## config.mk

```make
export PLATFORM = sky130hd
export DESIGN_NAME = uhf_regs
export DESIGN_NICKNAME = d
export VERILOG_FILES = /design/src/uhf_pkg.sv /design/src/uhf_fifo.sv /design/src/uhf_regs.sv
export VERILOG_INCLUDE_DIRS = /design/src
export SDC_FILE = /design/constraint.sdc
export NUM_CORES = 2
export LEC_CHECK = 0
export ABC_AREA = 0
export CAP_MARGIN = 0
export CELL_PAD_IN_SITES_DETAIL_PLACEMENT = 1
export CELL_PAD_IN_SITES_GLOBAL_PLACEMENT = 1
export CORE_MARGIN = 8
export CORE_UTILIZATION = 54
export DETAILED_ROUTE_END_ITERATION = 8
export DONT_BUFFER_PORTS = 1
export PLACE_DENSITY = 0.8
export SLEW_MARGIN = 10
export SYNTH_ARGS = -nofsm -noshare
export SYNTH_HDL_FRONTEND = slang
export SYNTH_SLANG_ARGS = --single-unit
```

## constraint.sdc

```tcl
create_clock -name clk_i -period 5.83 [get_ports clk_i]
set_input_delay 0.583 -clock clk_i [delete_from_list [all_inputs] [get_ports clk_i]]
set_output_delay 0.583 -clock clk_i [all_outputs]
set_load 0.1 [all_outputs]
```

## src/uhf_cfg.svh

```systemverilog
// register offsets, field positions, reset values and codes of the uart host block
`ifndef UHF_CFG_SVH
`define UHF_CFG_SVH

// register indices; byte address is four times the index
`define UHF_IDX_DATA 6'h00
`define UHF_IDX_IEN 6'h01
`define UHF_IDX_ISRC 6'h02
`define UHF_IDX_LFMT 6'h03
`define UHF_IDX_MODE 6'h04
`define UHF_IDX_EVST 6'h08
`define UHF_IDX_EVMSK 6'h09
`define UHF_IDX_LEVEL 6'h0a

// field positions
`define UHF_LFMT_DIV_SEL 7
`define UHF_IEN_RXRDY 0
`define UHF_IEN_TXEMP 1
`define UHF_IEN_RXERR 2
`define UHF_IEN_MODEM 3
`define UHF_IEN_XOFF 4
`define UHF_IEN_RTS 5
`define UHF_IEN_CTS 6
`define UHF_EV_TXDROP 0
`define UHF_EV_RXOVR 1
`define UHF_EV_RXUNDER 2

// reset values
`define UHF_IEN_RST 8'h00
`define UHF_LFMT_RST 8'h00
`define UHF_QCTL_RST 8'h00
`define UHF_DIV_RST 8'h00

// interrupt source codes, highest priority first
`define UHF_ISRC_NONE 8'hc1
`define UHF_ISRC_RXERR 8'hc6
`define UHF_ISRC_RXRDY 8'hc4
`define UHF_ISRC_RXTMO 8'hcc
`define UHF_ISRC_TXEMP 8'hc2
`define UHF_ISRC_MODEM 8'hc0
`define UHF_ISRC_XOFF 8'hd0
`define UHF_ISRC_CTSRTS 8'he0

// receive trigger thresholds, normal then enhanced
`define UHF_RXT_N0 1
`define UHF_RXT_N1 4
`define UHF_RXT_N2 8
`define UHF_RXT_N3 14
`define UHF_RXT_E0 15
`define UHF_RXT_E1 31
`define UHF_RXT_E2 63
`define UHF_RXT_E3 111
// transmit trigger thresholds, enhanced mode
`define UHF_TXT_E0 16
`define UHF_TXT_E1 32
`define UHF_TXT_E2 64
`define UHF_TXT_E3 112

`endif

```

## src/uhf_pkg.sv

```systemverilog
// types shared by the uart host block
package uhf_pkg;

    // queue control write fields
    typedef struct packed {
        logic [1:0] rx_trig;
        logic [1:0] tx_trig;
        logic rsvd;
        logic tx_flush;
        logic rx_flush;
        logic fifo_en;
    } uhf_qctl_t;

    // pending levels from the serial side
    typedef struct packed {
        logic rx_err;
        logic rx_timeout;
        logic modem;
        logic xoff;
        logic rts_dtr;
        logic cts_dsr;
    } uhf_src_t;

    // winning interrupt source
    typedef enum logic [2:0] {
        SRC_NONE, SRC_RXERR, SRC_RXRDY, SRC_RXTMO, SRC_TXEMP, SRC_MODEM, SRC_XOFF, SRC_CTSRTS
    } uhf_src_id_t;

endpackage

```

## src/uhf_fifo.sv

```systemverilog
// byte queue with registered head data
`timescale 1ns/1ps
module uhf_fifo #(
    parameter int W = 8,
    parameter int DEPTH = 128,
    parameter int CW = $clog2(DEPTH + 1)
) (
    // clock and reset
    input wire logic clk_i,
    input wire logic rst_i,
    // control
    input wire logic flush_i,
    input wire logic [CW-1:0] cap_i,
    // push side
    input wire logic push_i,
    input wire logic [W-1:0] wdata_i,
    // pop side
    input wire logic pop_i,
    output logic [W-1:0] rdata_o,
    // state
    output logic [CW-1:0] count_o,
    output logic full_o,
    output logic empty_o
);
    localparam int AW = $clog2(DEPTH);

    logic [W-1:0] mem [DEPTH];
    logic [AW-1:0] wr_ptr;
    logic [AW-1:0] rd_ptr;
    logic [AW-1:0] next_rd_ptr;
    logic push_ok;
    logic pop_ok;

    // capacity may be below depth, one entry when queueing is off
    assign full_o = (count_o >= cap_i);
    assign empty_o = (count_o == '0);
    assign push_ok = push_i && !full_o;
    assign pop_ok = pop_i && !empty_o;
    assign next_rd_ptr = pop_ok ? AW'(rd_ptr + 1'b1) : rd_ptr;

    // storage, no reset needed
    always_ff @(posedge clk_i) begin
        if (push_ok) begin
            mem[wr_ptr] <= wdata_i;
        end
    end

    // pointers and fill count; flush wins over traffic
    always_ff @(posedge clk_i or posedge rst_i) begin
        if (rst_i) begin
            wr_ptr <= '0;
            rd_ptr <= '0;
            count_o <= '0;
        end else if (flush_i) begin
            wr_ptr <= '0;
            rd_ptr <= '0;
            count_o <= '0;
        end else begin
            if (push_ok) begin
                wr_ptr <= AW'(wr_ptr + 1'b1);
            end
            rd_ptr <= next_rd_ptr;
            count_o <= CW'(count_o + CW'(push_ok) - CW'(pop_ok));
        end
    end

    // head register; write-through when a byte lands on the new head
    always_ff @(posedge clk_i or posedge rst_i) begin
        if (rst_i) begin
            rdata_o <= '0;
        end else if (push_ok && (wr_ptr == next_rd_ptr)) begin
            rdata_o <= wdata_i;
        end else begin
            rdata_o <= mem[next_rd_ptr];
        end
    end

endmodule // uhf_fifo

```

## src/uhf_regs.sv

```systemverilog
// uart channel host registers: data queues, interrupt enable/source, queue control
// Behaviour
// - A read of the receive data register returns the oldest queued byte and removes it.
// - A write to the transmit data register appends the byte at the queue tail.
// - A transmit data write while the transmit queue is full is dropped, queue untouched.
// - Interrupt enable bits 0..3 gate rx ready, tx empty, rx line status, modem; reset 0.
// - Enable bits 4..6 gate xoff, rts/dtr and cts/dsr; bit 7 is plain storage; reset 0.
// - The interrupt source register is read-only, resets to c1, bit 0 low when pending.
// - The source register shows the highest-priority pending code, c6 c4 cc c2 c0 d0 e0.
// - Queue control bit 0 turns queueing on with one and off with zero, reset 0.
// - Writing one to queue control bit 1 empties the receive queue once.
// - Writing one to queue control bit 2 empties the transmit queue once.
// - In enhanced mode the tx trigger field picks 16, 32, 64 or 112 entries.
// - Outside enhanced mode the rx trigger field picks 1, 4, 8 or 14 bytes.
// - In enhanced mode the rx trigger field picks 15, 31, 63 or 111 bytes.
// - With the divisor-select bit set, offsets 0 and 1 reach the divisor latch.
//
// The implementer's own choice: the Wishbone interface to the registers.
`timescale 1ns/1ps
`include "uhf_cfg.svh"
module uhf_regs
    import uhf_pkg::*;
#(
    parameter int DEPTH = 128,
    parameter int CW = $clog2(DEPTH + 1)
) (
    // clock and reset
    input wire logic clk_i,
    input wire logic rst_i,
    // wishbone slave
    input wire logic [7:0] adr_i,
    input wire logic [31:0] dat_i,
    output logic [31:0] dat_o,
    input wire logic [3:0] sel_i,
    input wire logic we_i,
    input wire logic cyc_i,
    input wire logic stb_i,
    output logic ack_o,
    // receive byte stream from the serial receiver
    input wire logic rx_valid_i,
    input wire logic [7:0] rx_data_i,
    output logic rx_ready_o,
    // transmit byte stream to the serial transmitter
    output logic tx_valid_o,
    output logic [7:0] tx_data_o,
    input wire logic tx_ready_i,
    // pending levels from the line and modem logic
    input wire uhf_src_t src_i,
    // configuration towards the channel
    output logic [7:0] line_format_o,
    output logic [15:0] divisor_o,
    output logic fifo_enable_o,
    output logic enhanced_o,
    // interrupt
    output logic irq_o
);

    logic [5:0] idx;
    logic access;
    logic wr_en;
    logic rd_done;
    logic div_sel;
    logic [7:0] interrupt_enable;
    logic [7:0] line_format;
    logic [7:0] divisor_low;
    logic [7:0] divisor_high;
    logic enhanced;
    uhf_qctl_t qctl;
    uhf_qctl_t wq;
    logic [2:0] event_status;
    logic [2:0] event_mask;
    logic [2:0] event_set;
    logic [7:0] interrupt_source;
    uhf_src_id_t top_src;
    logic [CW-1:0] cap;
    logic [CW-1:0] rx_count;
    logic [CW-1:0] tx_count;
    logic [CW-1:0] rx_thresh;
    logic [CW-1:0] tx_thresh;
    logic [7:0] rx_head;
    logic rx_full;
    logic rx_empty;
    logic tx_full;
    logic tx_empty;
    logic rx_pop;
    logic tx_push;
    logic rx_flush;
    logic tx_flush;
    logic rx_ready_pend;
    logic tx_low_pend;
    logic [31:0] next_dat;

    // bus decode; register index sits above the byte lanes
    assign idx = adr_i[7:2];
    assign access = cyc_i && stb_i;
    assign wr_en = access && ack_o && we_i && sel_i[0];
    assign rd_done = access && ack_o && !we_i;
    assign div_sel = line_format[`UHF_LFMT_DIV_SEL];
    assign wq = uhf_qctl_t'(dat_i[7:0]);

    // ack one cycle after the strobe, dropped the cycle after
    always_ff @(posedge clk_i or posedge rst_i) begin
        if (rst_i) begin
            ack_o <= 1'b0;
        end else begin
            ack_o <= access && !ack_o;
        end
    end

    // effective queue size: one holding byte while queueing is off
    assign cap = qctl.fifo_en ? CW'(DEPTH) : CW'(1);

    assign rx_pop = rd_done && (idx == `UHF_IDX_DATA) && !div_sel;
    assign tx_push = wr_en && (idx == `UHF_IDX_DATA) && !div_sel;
    assign rx_flush = wr_en && (idx == `UHF_IDX_ISRC) && wq.rx_flush;
    assign tx_flush = wr_en && (idx == `UHF_IDX_ISRC) && wq.tx_flush;

    // receive queue, filled by the serial receiver
    uhf_fifo #(
        .W(8),
        .DEPTH(DEPTH),
        .CW(CW)
    ) u_rx_q (
        .clk_i(clk_i),
        .rst_i(rst_i),
        .flush_i(rx_flush),
        .cap_i(cap),
        .push_i(rx_valid_i),
        .wdata_i(rx_data_i),
        .pop_i(rx_pop),
        .rdata_o(rx_head),
        .count_o(rx_count),
        .full_o(rx_full),
        .empty_o(rx_empty)
    );

    uhf_fifo #(
        .W(8),
        .DEPTH(DEPTH),
        .CW(CW)
    ) u_tx_q (
        .clk_i(clk_i),
        .rst_i(rst_i),
        .flush_i(tx_flush),
        .cap_i(cap),
        .push_i(tx_push),
        .wdata_i(dat_i[7:0]),
        .pop_i(tx_valid_o && tx_ready_i),
        .rdata_o(tx_data_o),
        .count_o(tx_count),
        .full_o(tx_full),
        .empty_o(tx_empty)
    );

    // serial side handshakes; back-pressure reaches the receiver
    assign rx_ready_o = !rx_full;
    assign tx_valid_o = !tx_empty;

    always_ff @(posedge clk_i or posedge rst_i) begin
        if (rst_i) begin
            interrupt_enable <= `UHF_IEN_RST;
        end else if (wr_en && (idx == `UHF_IDX_IEN) && !div_sel) begin
            interrupt_enable <= dat_i[7:0];
        end
    end

    // divisor latch behind the data and interrupt enable offsets
    always_ff @(posedge clk_i or posedge rst_i) begin
        if (rst_i) begin
            divisor_low <= `UHF_DIV_RST;
            divisor_high <= `UHF_DIV_RST;
        end else if (wr_en && div_sel) begin
            if (idx == `UHF_IDX_DATA) begin
                divisor_low <= dat_i[7:0];
            end
            if (idx == `UHF_IDX_IEN) begin
                divisor_high <= dat_i[7:0];
            end
        end
    end

    // line format and mode registers
    always_ff @(posedge clk_i or posedge rst_i) begin
        if (rst_i) begin
            line_format <= `UHF_LFMT_RST;
            enhanced <= 1'b0;
        end else begin
            if (wr_en && (idx == `UHF_IDX_LFMT)) begin
                line_format <= dat_i[7:0];
            end
            if (wr_en && (idx == `UHF_IDX_MODE)) begin
                enhanced <= dat_i[0];
            end
        end
    end

    // queue control; flush bits never stored, so they self-clear
    always_ff @(posedge clk_i or posedge rst_i) begin
        if (rst_i) begin
            qctl <= uhf_qctl_t'(`UHF_QCTL_RST);
        end else if (wr_en && (idx == `UHF_IDX_ISRC)) begin
            qctl.fifo_en <= wq.fifo_en;
            qctl.tx_trig <= wq.tx_trig;
            qctl.rx_trig <= wq.rx_trig;
        end
    end

    always_comb begin
        if (!qctl.fifo_en) begin
            rx_thresh = CW'(1);
        end else if (enhanced) begin
            case (qctl.rx_trig)
                2'b00: rx_thresh = CW'(`UHF_RXT_E0);
                2'b01: rx_thresh = CW'(`UHF_RXT_E1);
                2'b10: rx_thresh = CW'(`UHF_RXT_E2);
                default: rx_thresh = CW'(`UHF_RXT_E3);
            endcase
        end else begin
            case (qctl.rx_trig)
                2'b00: rx_thresh = CW'(`UHF_RXT_N0);
                2'b01: rx_thresh = CW'(`UHF_RXT_N1);
                2'b10: rx_thresh = CW'(`UHF_RXT_N2);
                default: rx_thresh = CW'(`UHF_RXT_N3);
            endcase
        end
    end

    // transmit threshold, as free entries wanted
    always_comb begin
        case (qctl.tx_trig)
            2'b00: tx_thresh = CW'(`UHF_TXT_E0);
            2'b01: tx_thresh = CW'(`UHF_TXT_E1);
            2'b10: tx_thresh = CW'(`UHF_TXT_E2);
            default: tx_thresh = CW'(`UHF_TXT_E3);
        endcase
    end

    // pending levels of the queue sources
    assign rx_ready_pend = (rx_count >= rx_thresh);
    // outside enhanced queueing only a drained queue counts as empty
    assign tx_low_pend = (enhanced && qctl.fifo_en)
        ? (CW'(cap - tx_count) >= tx_thresh) : tx_empty;

    always_comb begin
        if (src_i.rx_err && interrupt_enable[`UHF_IEN_RXERR]) begin
            top_src = SRC_RXERR;
        end else if (rx_ready_pend && interrupt_enable[`UHF_IEN_RXRDY]) begin
            top_src = SRC_RXRDY;
        end else if (src_i.rx_timeout && interrupt_enable[`UHF_IEN_RXRDY]) begin
            top_src = SRC_RXTMO;
        end else if (tx_low_pend && interrupt_enable[`UHF_IEN_TXEMP]) begin
            top_src = SRC_TXEMP;
        end else if (src_i.modem && interrupt_enable[`UHF_IEN_MODEM]) begin
            top_src = SRC_MODEM;
        end else if (src_i.xoff && interrupt_enable[`UHF_IEN_XOFF]) begin
            top_src = SRC_XOFF;
        end else if ((src_i.rts_dtr && interrupt_enable[`UHF_IEN_RTS])
                || (src_i.cts_dsr && interrupt_enable[`UHF_IEN_CTS])) begin
            top_src = SRC_CTSRTS;
        end else begin
            top_src = SRC_NONE;
        end
    end

    // source code; bit 0 low only while something is pending
    always_comb begin
        case (top_src)
            SRC_RXERR: interrupt_source = `UHF_ISRC_RXERR;
            SRC_RXRDY: interrupt_source = `UHF_ISRC_RXRDY;
            SRC_RXTMO: interrupt_source = `UHF_ISRC_RXTMO;
            SRC_TXEMP: interrupt_source = `UHF_ISRC_TXEMP;
            SRC_MODEM: interrupt_source = `UHF_ISRC_MODEM;
            SRC_XOFF: interrupt_source = `UHF_ISRC_XOFF;
            SRC_CTSRTS: interrupt_source = `UHF_ISRC_CTSRTS;
            default: interrupt_source = `UHF_ISRC_NONE;
        endcase
    end

    // sticky queue events: dropped write, receive overrun, empty read
    assign event_set[`UHF_EV_TXDROP] = tx_push && tx_full;
    assign event_set[`UHF_EV_RXOVR] = rx_valid_i && rx_full;
    // empty read only flagged, data is stale
    assign event_set[`UHF_EV_RXUNDER] = rx_pop && rx_empty;

    // event status, write one to clear; a new event beats the clear
    always_ff @(posedge clk_i or posedge rst_i) begin
        if (rst_i) begin
            event_status <= 3'h0;
        end else if (wr_en && (idx == `UHF_IDX_EVST)) begin
            event_status <= (event_status & ~dat_i[2:0]) | event_set;
        end else begin
            event_status <= event_status | event_set;
        end
    end

    // event mask, one enables the bit onto the interrupt
    always_ff @(posedge clk_i or posedge rst_i) begin
        if (rst_i) begin
            event_mask <= 3'h0;
        end else if (wr_en && (idx == `UHF_IDX_EVMSK)) begin
            event_mask <= dat_i[2:0];
        end
    end

    // level interrupt from sources and sticky events
    always_ff @(posedge clk_i or posedge rst_i) begin
        if (rst_i) begin
            irq_o <= 1'b0;
        end else begin
            irq_o <= (top_src != SRC_NONE) || |(event_status & event_mask);
        end
    end

    // read mux; unmapped indices read zero
    always_comb begin
        next_dat = 32'h0;
        case (idx)
            `UHF_IDX_DATA: next_dat[7:0] = div_sel ? divisor_low : rx_head;
            `UHF_IDX_IEN: next_dat[7:0] = div_sel ? divisor_high : interrupt_enable;
            `UHF_IDX_ISRC: next_dat[7:0] = interrupt_source;
            `UHF_IDX_LFMT: next_dat[7:0] = line_format;
            `UHF_IDX_MODE: next_dat[0] = enhanced;
            `UHF_IDX_EVST: next_dat[2:0] = event_status;
            `UHF_IDX_EVMSK: next_dat[2:0] = event_mask;
            `UHF_IDX_LEVEL: next_dat = {8'h0, 8'(tx_count), 8'h0, 8'(rx_count)};
            default: next_dat = 32'h0;
        endcase
    end

    // read data captured with the ack
    always_ff @(posedge clk_i or posedge rst_i) begin
        if (rst_i) begin
            dat_o <= 32'h0;
        end else if (access && !ack_o && !we_i) begin
            dat_o <= next_dat;
        end
    end

    // configuration outputs held in flops
    always_ff @(posedge clk_i or posedge rst_i) begin
        if (rst_i) begin
            line_format_o <= `UHF_LFMT_RST;
            divisor_o <= 16'h0;
            fifo_enable_o <= 1'b0;
            enhanced_o <= 1'b0;
        end else begin
            line_format_o <= line_format;
            divisor_o <= {divisor_high, divisor_low};
            fifo_enable_o <= qctl.fifo_en;
            enhanced_o <= enhanced;
        end
    end

endmodule // uhf_regs

```

==> flow_metrics.env <==
export IMPL_synth_edf_count=2048
export IMPL_sequentialPowerShare=0.402
export IMPL_fp_dieW_um=447
export IMPL_crit_end="u_rx_q.rdata_o[4]$_DFF_PP0_"
export IMPL_io_buffer_count=0
export IMPL_postRouteWirelength_um=336000
export IMPL_cts_buffers=222
export IMPL_drtPass1Iterations=8
export IMPL_std_cell_rows=158
export IMPL_hold_path_class="in2reg"
export IMPL_rsz0062_at_grt="false"
export IMPL_slew_headroom=0.145
export IMPL_crit_type="reg2reg"
export IMPL_ys_seq_area_frac=0.649
export IMPL_min_period_over_period=0.950
export IMPL_synth_avg_cell_area_um2=13.6
export IMPL_synth_mux_area_frac=0.112
export IMPL_worstMarginPinSlew_ns=1.27
export IMPL_endpoint_kind="flop"
export IMPL_area_growth_syn_to_layout_pct=11.9
export IMPL_arrival_ns=6.29
export IMPL_ys_ff_latch=2196
export IMPL_crit_fanout=79
export IMPL_overflow=0
export IMPL_grt_pass1_vias=73800
export IMPL_final_util=0.607
export IMPL_drt_iter0_drc=8099
export IMPL_core_area_mm2=0.185
export IMPL_layout_commonest_cell="edfxtp_1"
export IMPL_setup_viol=0
export IMPL_io_pins=135
export IMPL_grt_antenna_before_repair=10
export IMPL_insertion_delay_ns=0.90
export IMPL_grt_pass1_wl_um=491000
export IMPL_yosys_area_share_simple=0.0874
export IMPL_power_frac_clock=0.317
export IMPL_synth_top_family_by_area="compound AO/OA/AOI/OAI gates"
export IMPL_yosysTopAreaCellShare=0.612
export IMPL_async_flop_share=0.0674
export IMPL_status="finished, final reports clean"
export IMPL_power_leakage_uw=0.0360
export IMPL_start_util=0.542
export IMPL_htree_levels=4
export IMPL_power_uw=45000
export IMPL_p_sw_frac=0.346
export IMPL_routed_via_count=70400
export IMPL_ys_types=85
export IMPL_cts_buffer_depth=3
export IMPL_hpwlAfterDp_um=201000
export IMPL_cts_tree="done"
export IMPL_startpoint_type="flop"
export IMPL_p_int_uw=29400
export IMPL_ant_nets=0
export IMPL_yosysWarnings=0
export IMPL_synth_xor_area_share=0.00550
export IMPL_regToRegEndpoint="u_rx_q.rdata_o[4]$_DFF_PP0_"
export IMPL_drc=0
export IMPL_dieArea_mm2=0.200
export IMPL_required_ns=6.59
export IMPL_drive_gt1_frac=0.130
export IMPL_wl_per_cell_um=33.3
export IMPL_syn_area_mm2=0.100
export IMPL_setup_tns_ns=0
export IMPL_switchingPower_uw=15600
export IMPL_final_cell_mix="2048 x edfxtp_1, 832 x mux2i_1, 479 x a211oi_1"
export IMPL_nets=7536
export IMPL_drv_slew=0
export IMPL_clock_sinks=2196
export IMPL_rr_worst_depth=14
export IMPL_track_usage=0.326
export IMPL_clk_pin_slew_worst_paths_ns=0.06
export IMPL_fill_cells=17400
export IMPL_finalCriticalPeriod_ns=5.54
export IMPL_max_freq_ghz=0.181
export IMPL_synth_area_top_cells="edfxtp_1 61%, mux2i_1 8.3%, dfrtp_1 3.7%"
export IMPL_gp_congestion=0.939
export IMPL_ys_flop_type="edfxtp_1"
export IMPL_synthAdderAreaFrac=0.00662
export IMPL_yosysTopAreaCell="edfxtp_1"
export IMPL_fin_skew_ns=0.0479
export IMPL_synth_compound_area_frac=0.113
export IMPL_via_per_inst=6.98
export IMPL_power_share_combinational=0.281
export IMPL_r2r_slack_ns=0.29
export IMPL_die_h_um=447
export IMPL_startpoint="u_rx_q.count_o[3]$_DFF_PP0_"
export IMPL_maxCapViolations=0
export IMPL_grt_max_degree=165
export IMPL_rr_startpoint="u_rx_q.count_o[3]$_DFF_PP0_"
export IMPL_ir_worst_vdd_v=0.000576
export IMPL_clockRootBuffer="clkbuf_16"
export IMPL_syn_inst=7387
export IMPL_power_density_mw_per_mm2=400
export IMPL_finalHoldViolCount=0
-- kinds of logic (layout without fill, tap and decap cells) --
kind of cell | Yosys count | after routing
adders and majority gates | 52 | 52
AOI/OAI and AO/OA | 1563 | 1563
other | 1 | 20
DFF | 2196 | 2196
xor gates and xnor gates | 60 | 60
muxes | 1071 | 1071
buffers and inverters | 647 | 854
and+or+nand+nor | 1797 | 1797
-- worst max-delay path, stage by stage (launching register included) --
cell	delay [ns]
dfrtp_1	0.47
inv_1	0.12
ha_1	0.17
nor4bb_1	0.77
nand2_2	0.52
nand2_8	0.45
inv_8	0.32
buf_4	0.31
a211oi_1	0.23
o21ai_0	0.15
nor4_1	0.94
nor3_1	0.37
nor4_1	0.34
buf_4	0.17
nor3_1	0.04
-- what timing repair did --
item / 4_1_cts / 5_1_grt
setup endpoints to repair: 0 / 1
hold buffers: 27 / 0
gates resized for setup: 0 / 1
hold endpoints to repair: 2137 / 0
buffers inserted: 0 / 0
-- routing by layer --
metal / track usage / up-vias / wire length [um]
met3: 0.0539 / 1105 / 27000
li1: - / 29200 / -
met1: 0.400 / 36000 / 123000
met2: 0.546 / 4035 / 163000
met5: 0 / - / 78
met4: 0.193 / 12 / 22900
-- registers in the layout (all words and copies together), names as in the netlist, 8 cells and up --
register          cells
interrupt_enable      8
u_tx_q.rdata_o        8
divisor_low           8
line_format_o         8
dat_o                16
u_rx_q.rdata_o        8
u_tx_q.count_o        8
u_tx_q.mem         1024
u_rx_q.mem         1024
divisor_high          8
line_format           8
u_rx_q.count_o        8
divisor_o            16
-- metrics by stage --
stage	instance area [um^2]	hold WS, ns	std cells	setup WS, ns
after global routing	112000	0.0510	10100	0.177
final	112000	0.0748	10100	0.294
after global placement	105000	0.377	9648	0.387
after floorplan	101000	0.352	7402	1.27
after CTS	112000	0.00222	10100	0.359
after detailed placement	105000	0.386	9648	0.372
-- how the worst min path moves through the flow --
stage,start,endpoint,slack [ns],cells after the start
final,src_i[2],dat_o[0]$_DFFE_PP0P_,0.07,3
after global routing,src_i[2],dat_o[0]$_DFFE_PP0P_,0.05,3
after CTS,src_i[2],dat_o[0]$_DFFE_PP0P_,0.002,3
after detailed placement,divisor_high[7]$_DFFE_PP0P_,divisor_o[15]$_DFF_PP0_,0.39,0
after global placement,divisor_high[7]$_DFFE_PP0P_,divisor_o[15]$_DFF_PP0_,0.38,0
after floorplan,enhanced$_DFFE_PP0P_,enhanced_o$_DFF_PP0_,0.35,0
-- synthesized netlist by cell type (all sizes together) (22+ instances only) --
library cell and n:
o31ai 50, o211ai 113, nor2b 289, nor4 98
nor2 455, ha 50, o21ai 169, dfrtp 148
inv 44, o311ai 34, o2111ai 60, a221oi 87
edfxtp 2048, and3 39, mux4 23, xnor2 39
nand3 393, a2111oi 43, a22oi 33, o22ai 110
mux2 213, a21oi 142, a31oi 28, a211oi 480
nor3 112, nand4 23, clkbuf 428, a22o 22
nand2 318, a211o 55, buf 175, mux2i 835
-- area by class of cell --
type                       instances  area, um^2  share of cell area
timing repair buffer             396        3810              0.0339
antenna                            4        10.0           0.0000890
clock inverter                   117        1180              0.0105
clock buffer                     297        5960              0.0530
tap                             2480        3100              0.0276
inverter                          44         178             0.00158
sequential                      2196       65200               0.580
multi-input combinational       4559       33000               0.293
-- power groups by stage --
| stage | combinational (uW) | sequential (uW) | clock, uW |
|---|---|---|---|
| final | 12600 | 18100 | 14300 |
| after CTS | 12400 | 18000 | 14300 |
| after global placement | 11400 | 18400 | 0 |
| after floorplan | 7490 | 18200 | 0 |
| after detailed placement | 12000 | 18400 | 0 |
| after global routing | 13200 | 18100 | 14800 |
Power figures use the tool's default switching activity.
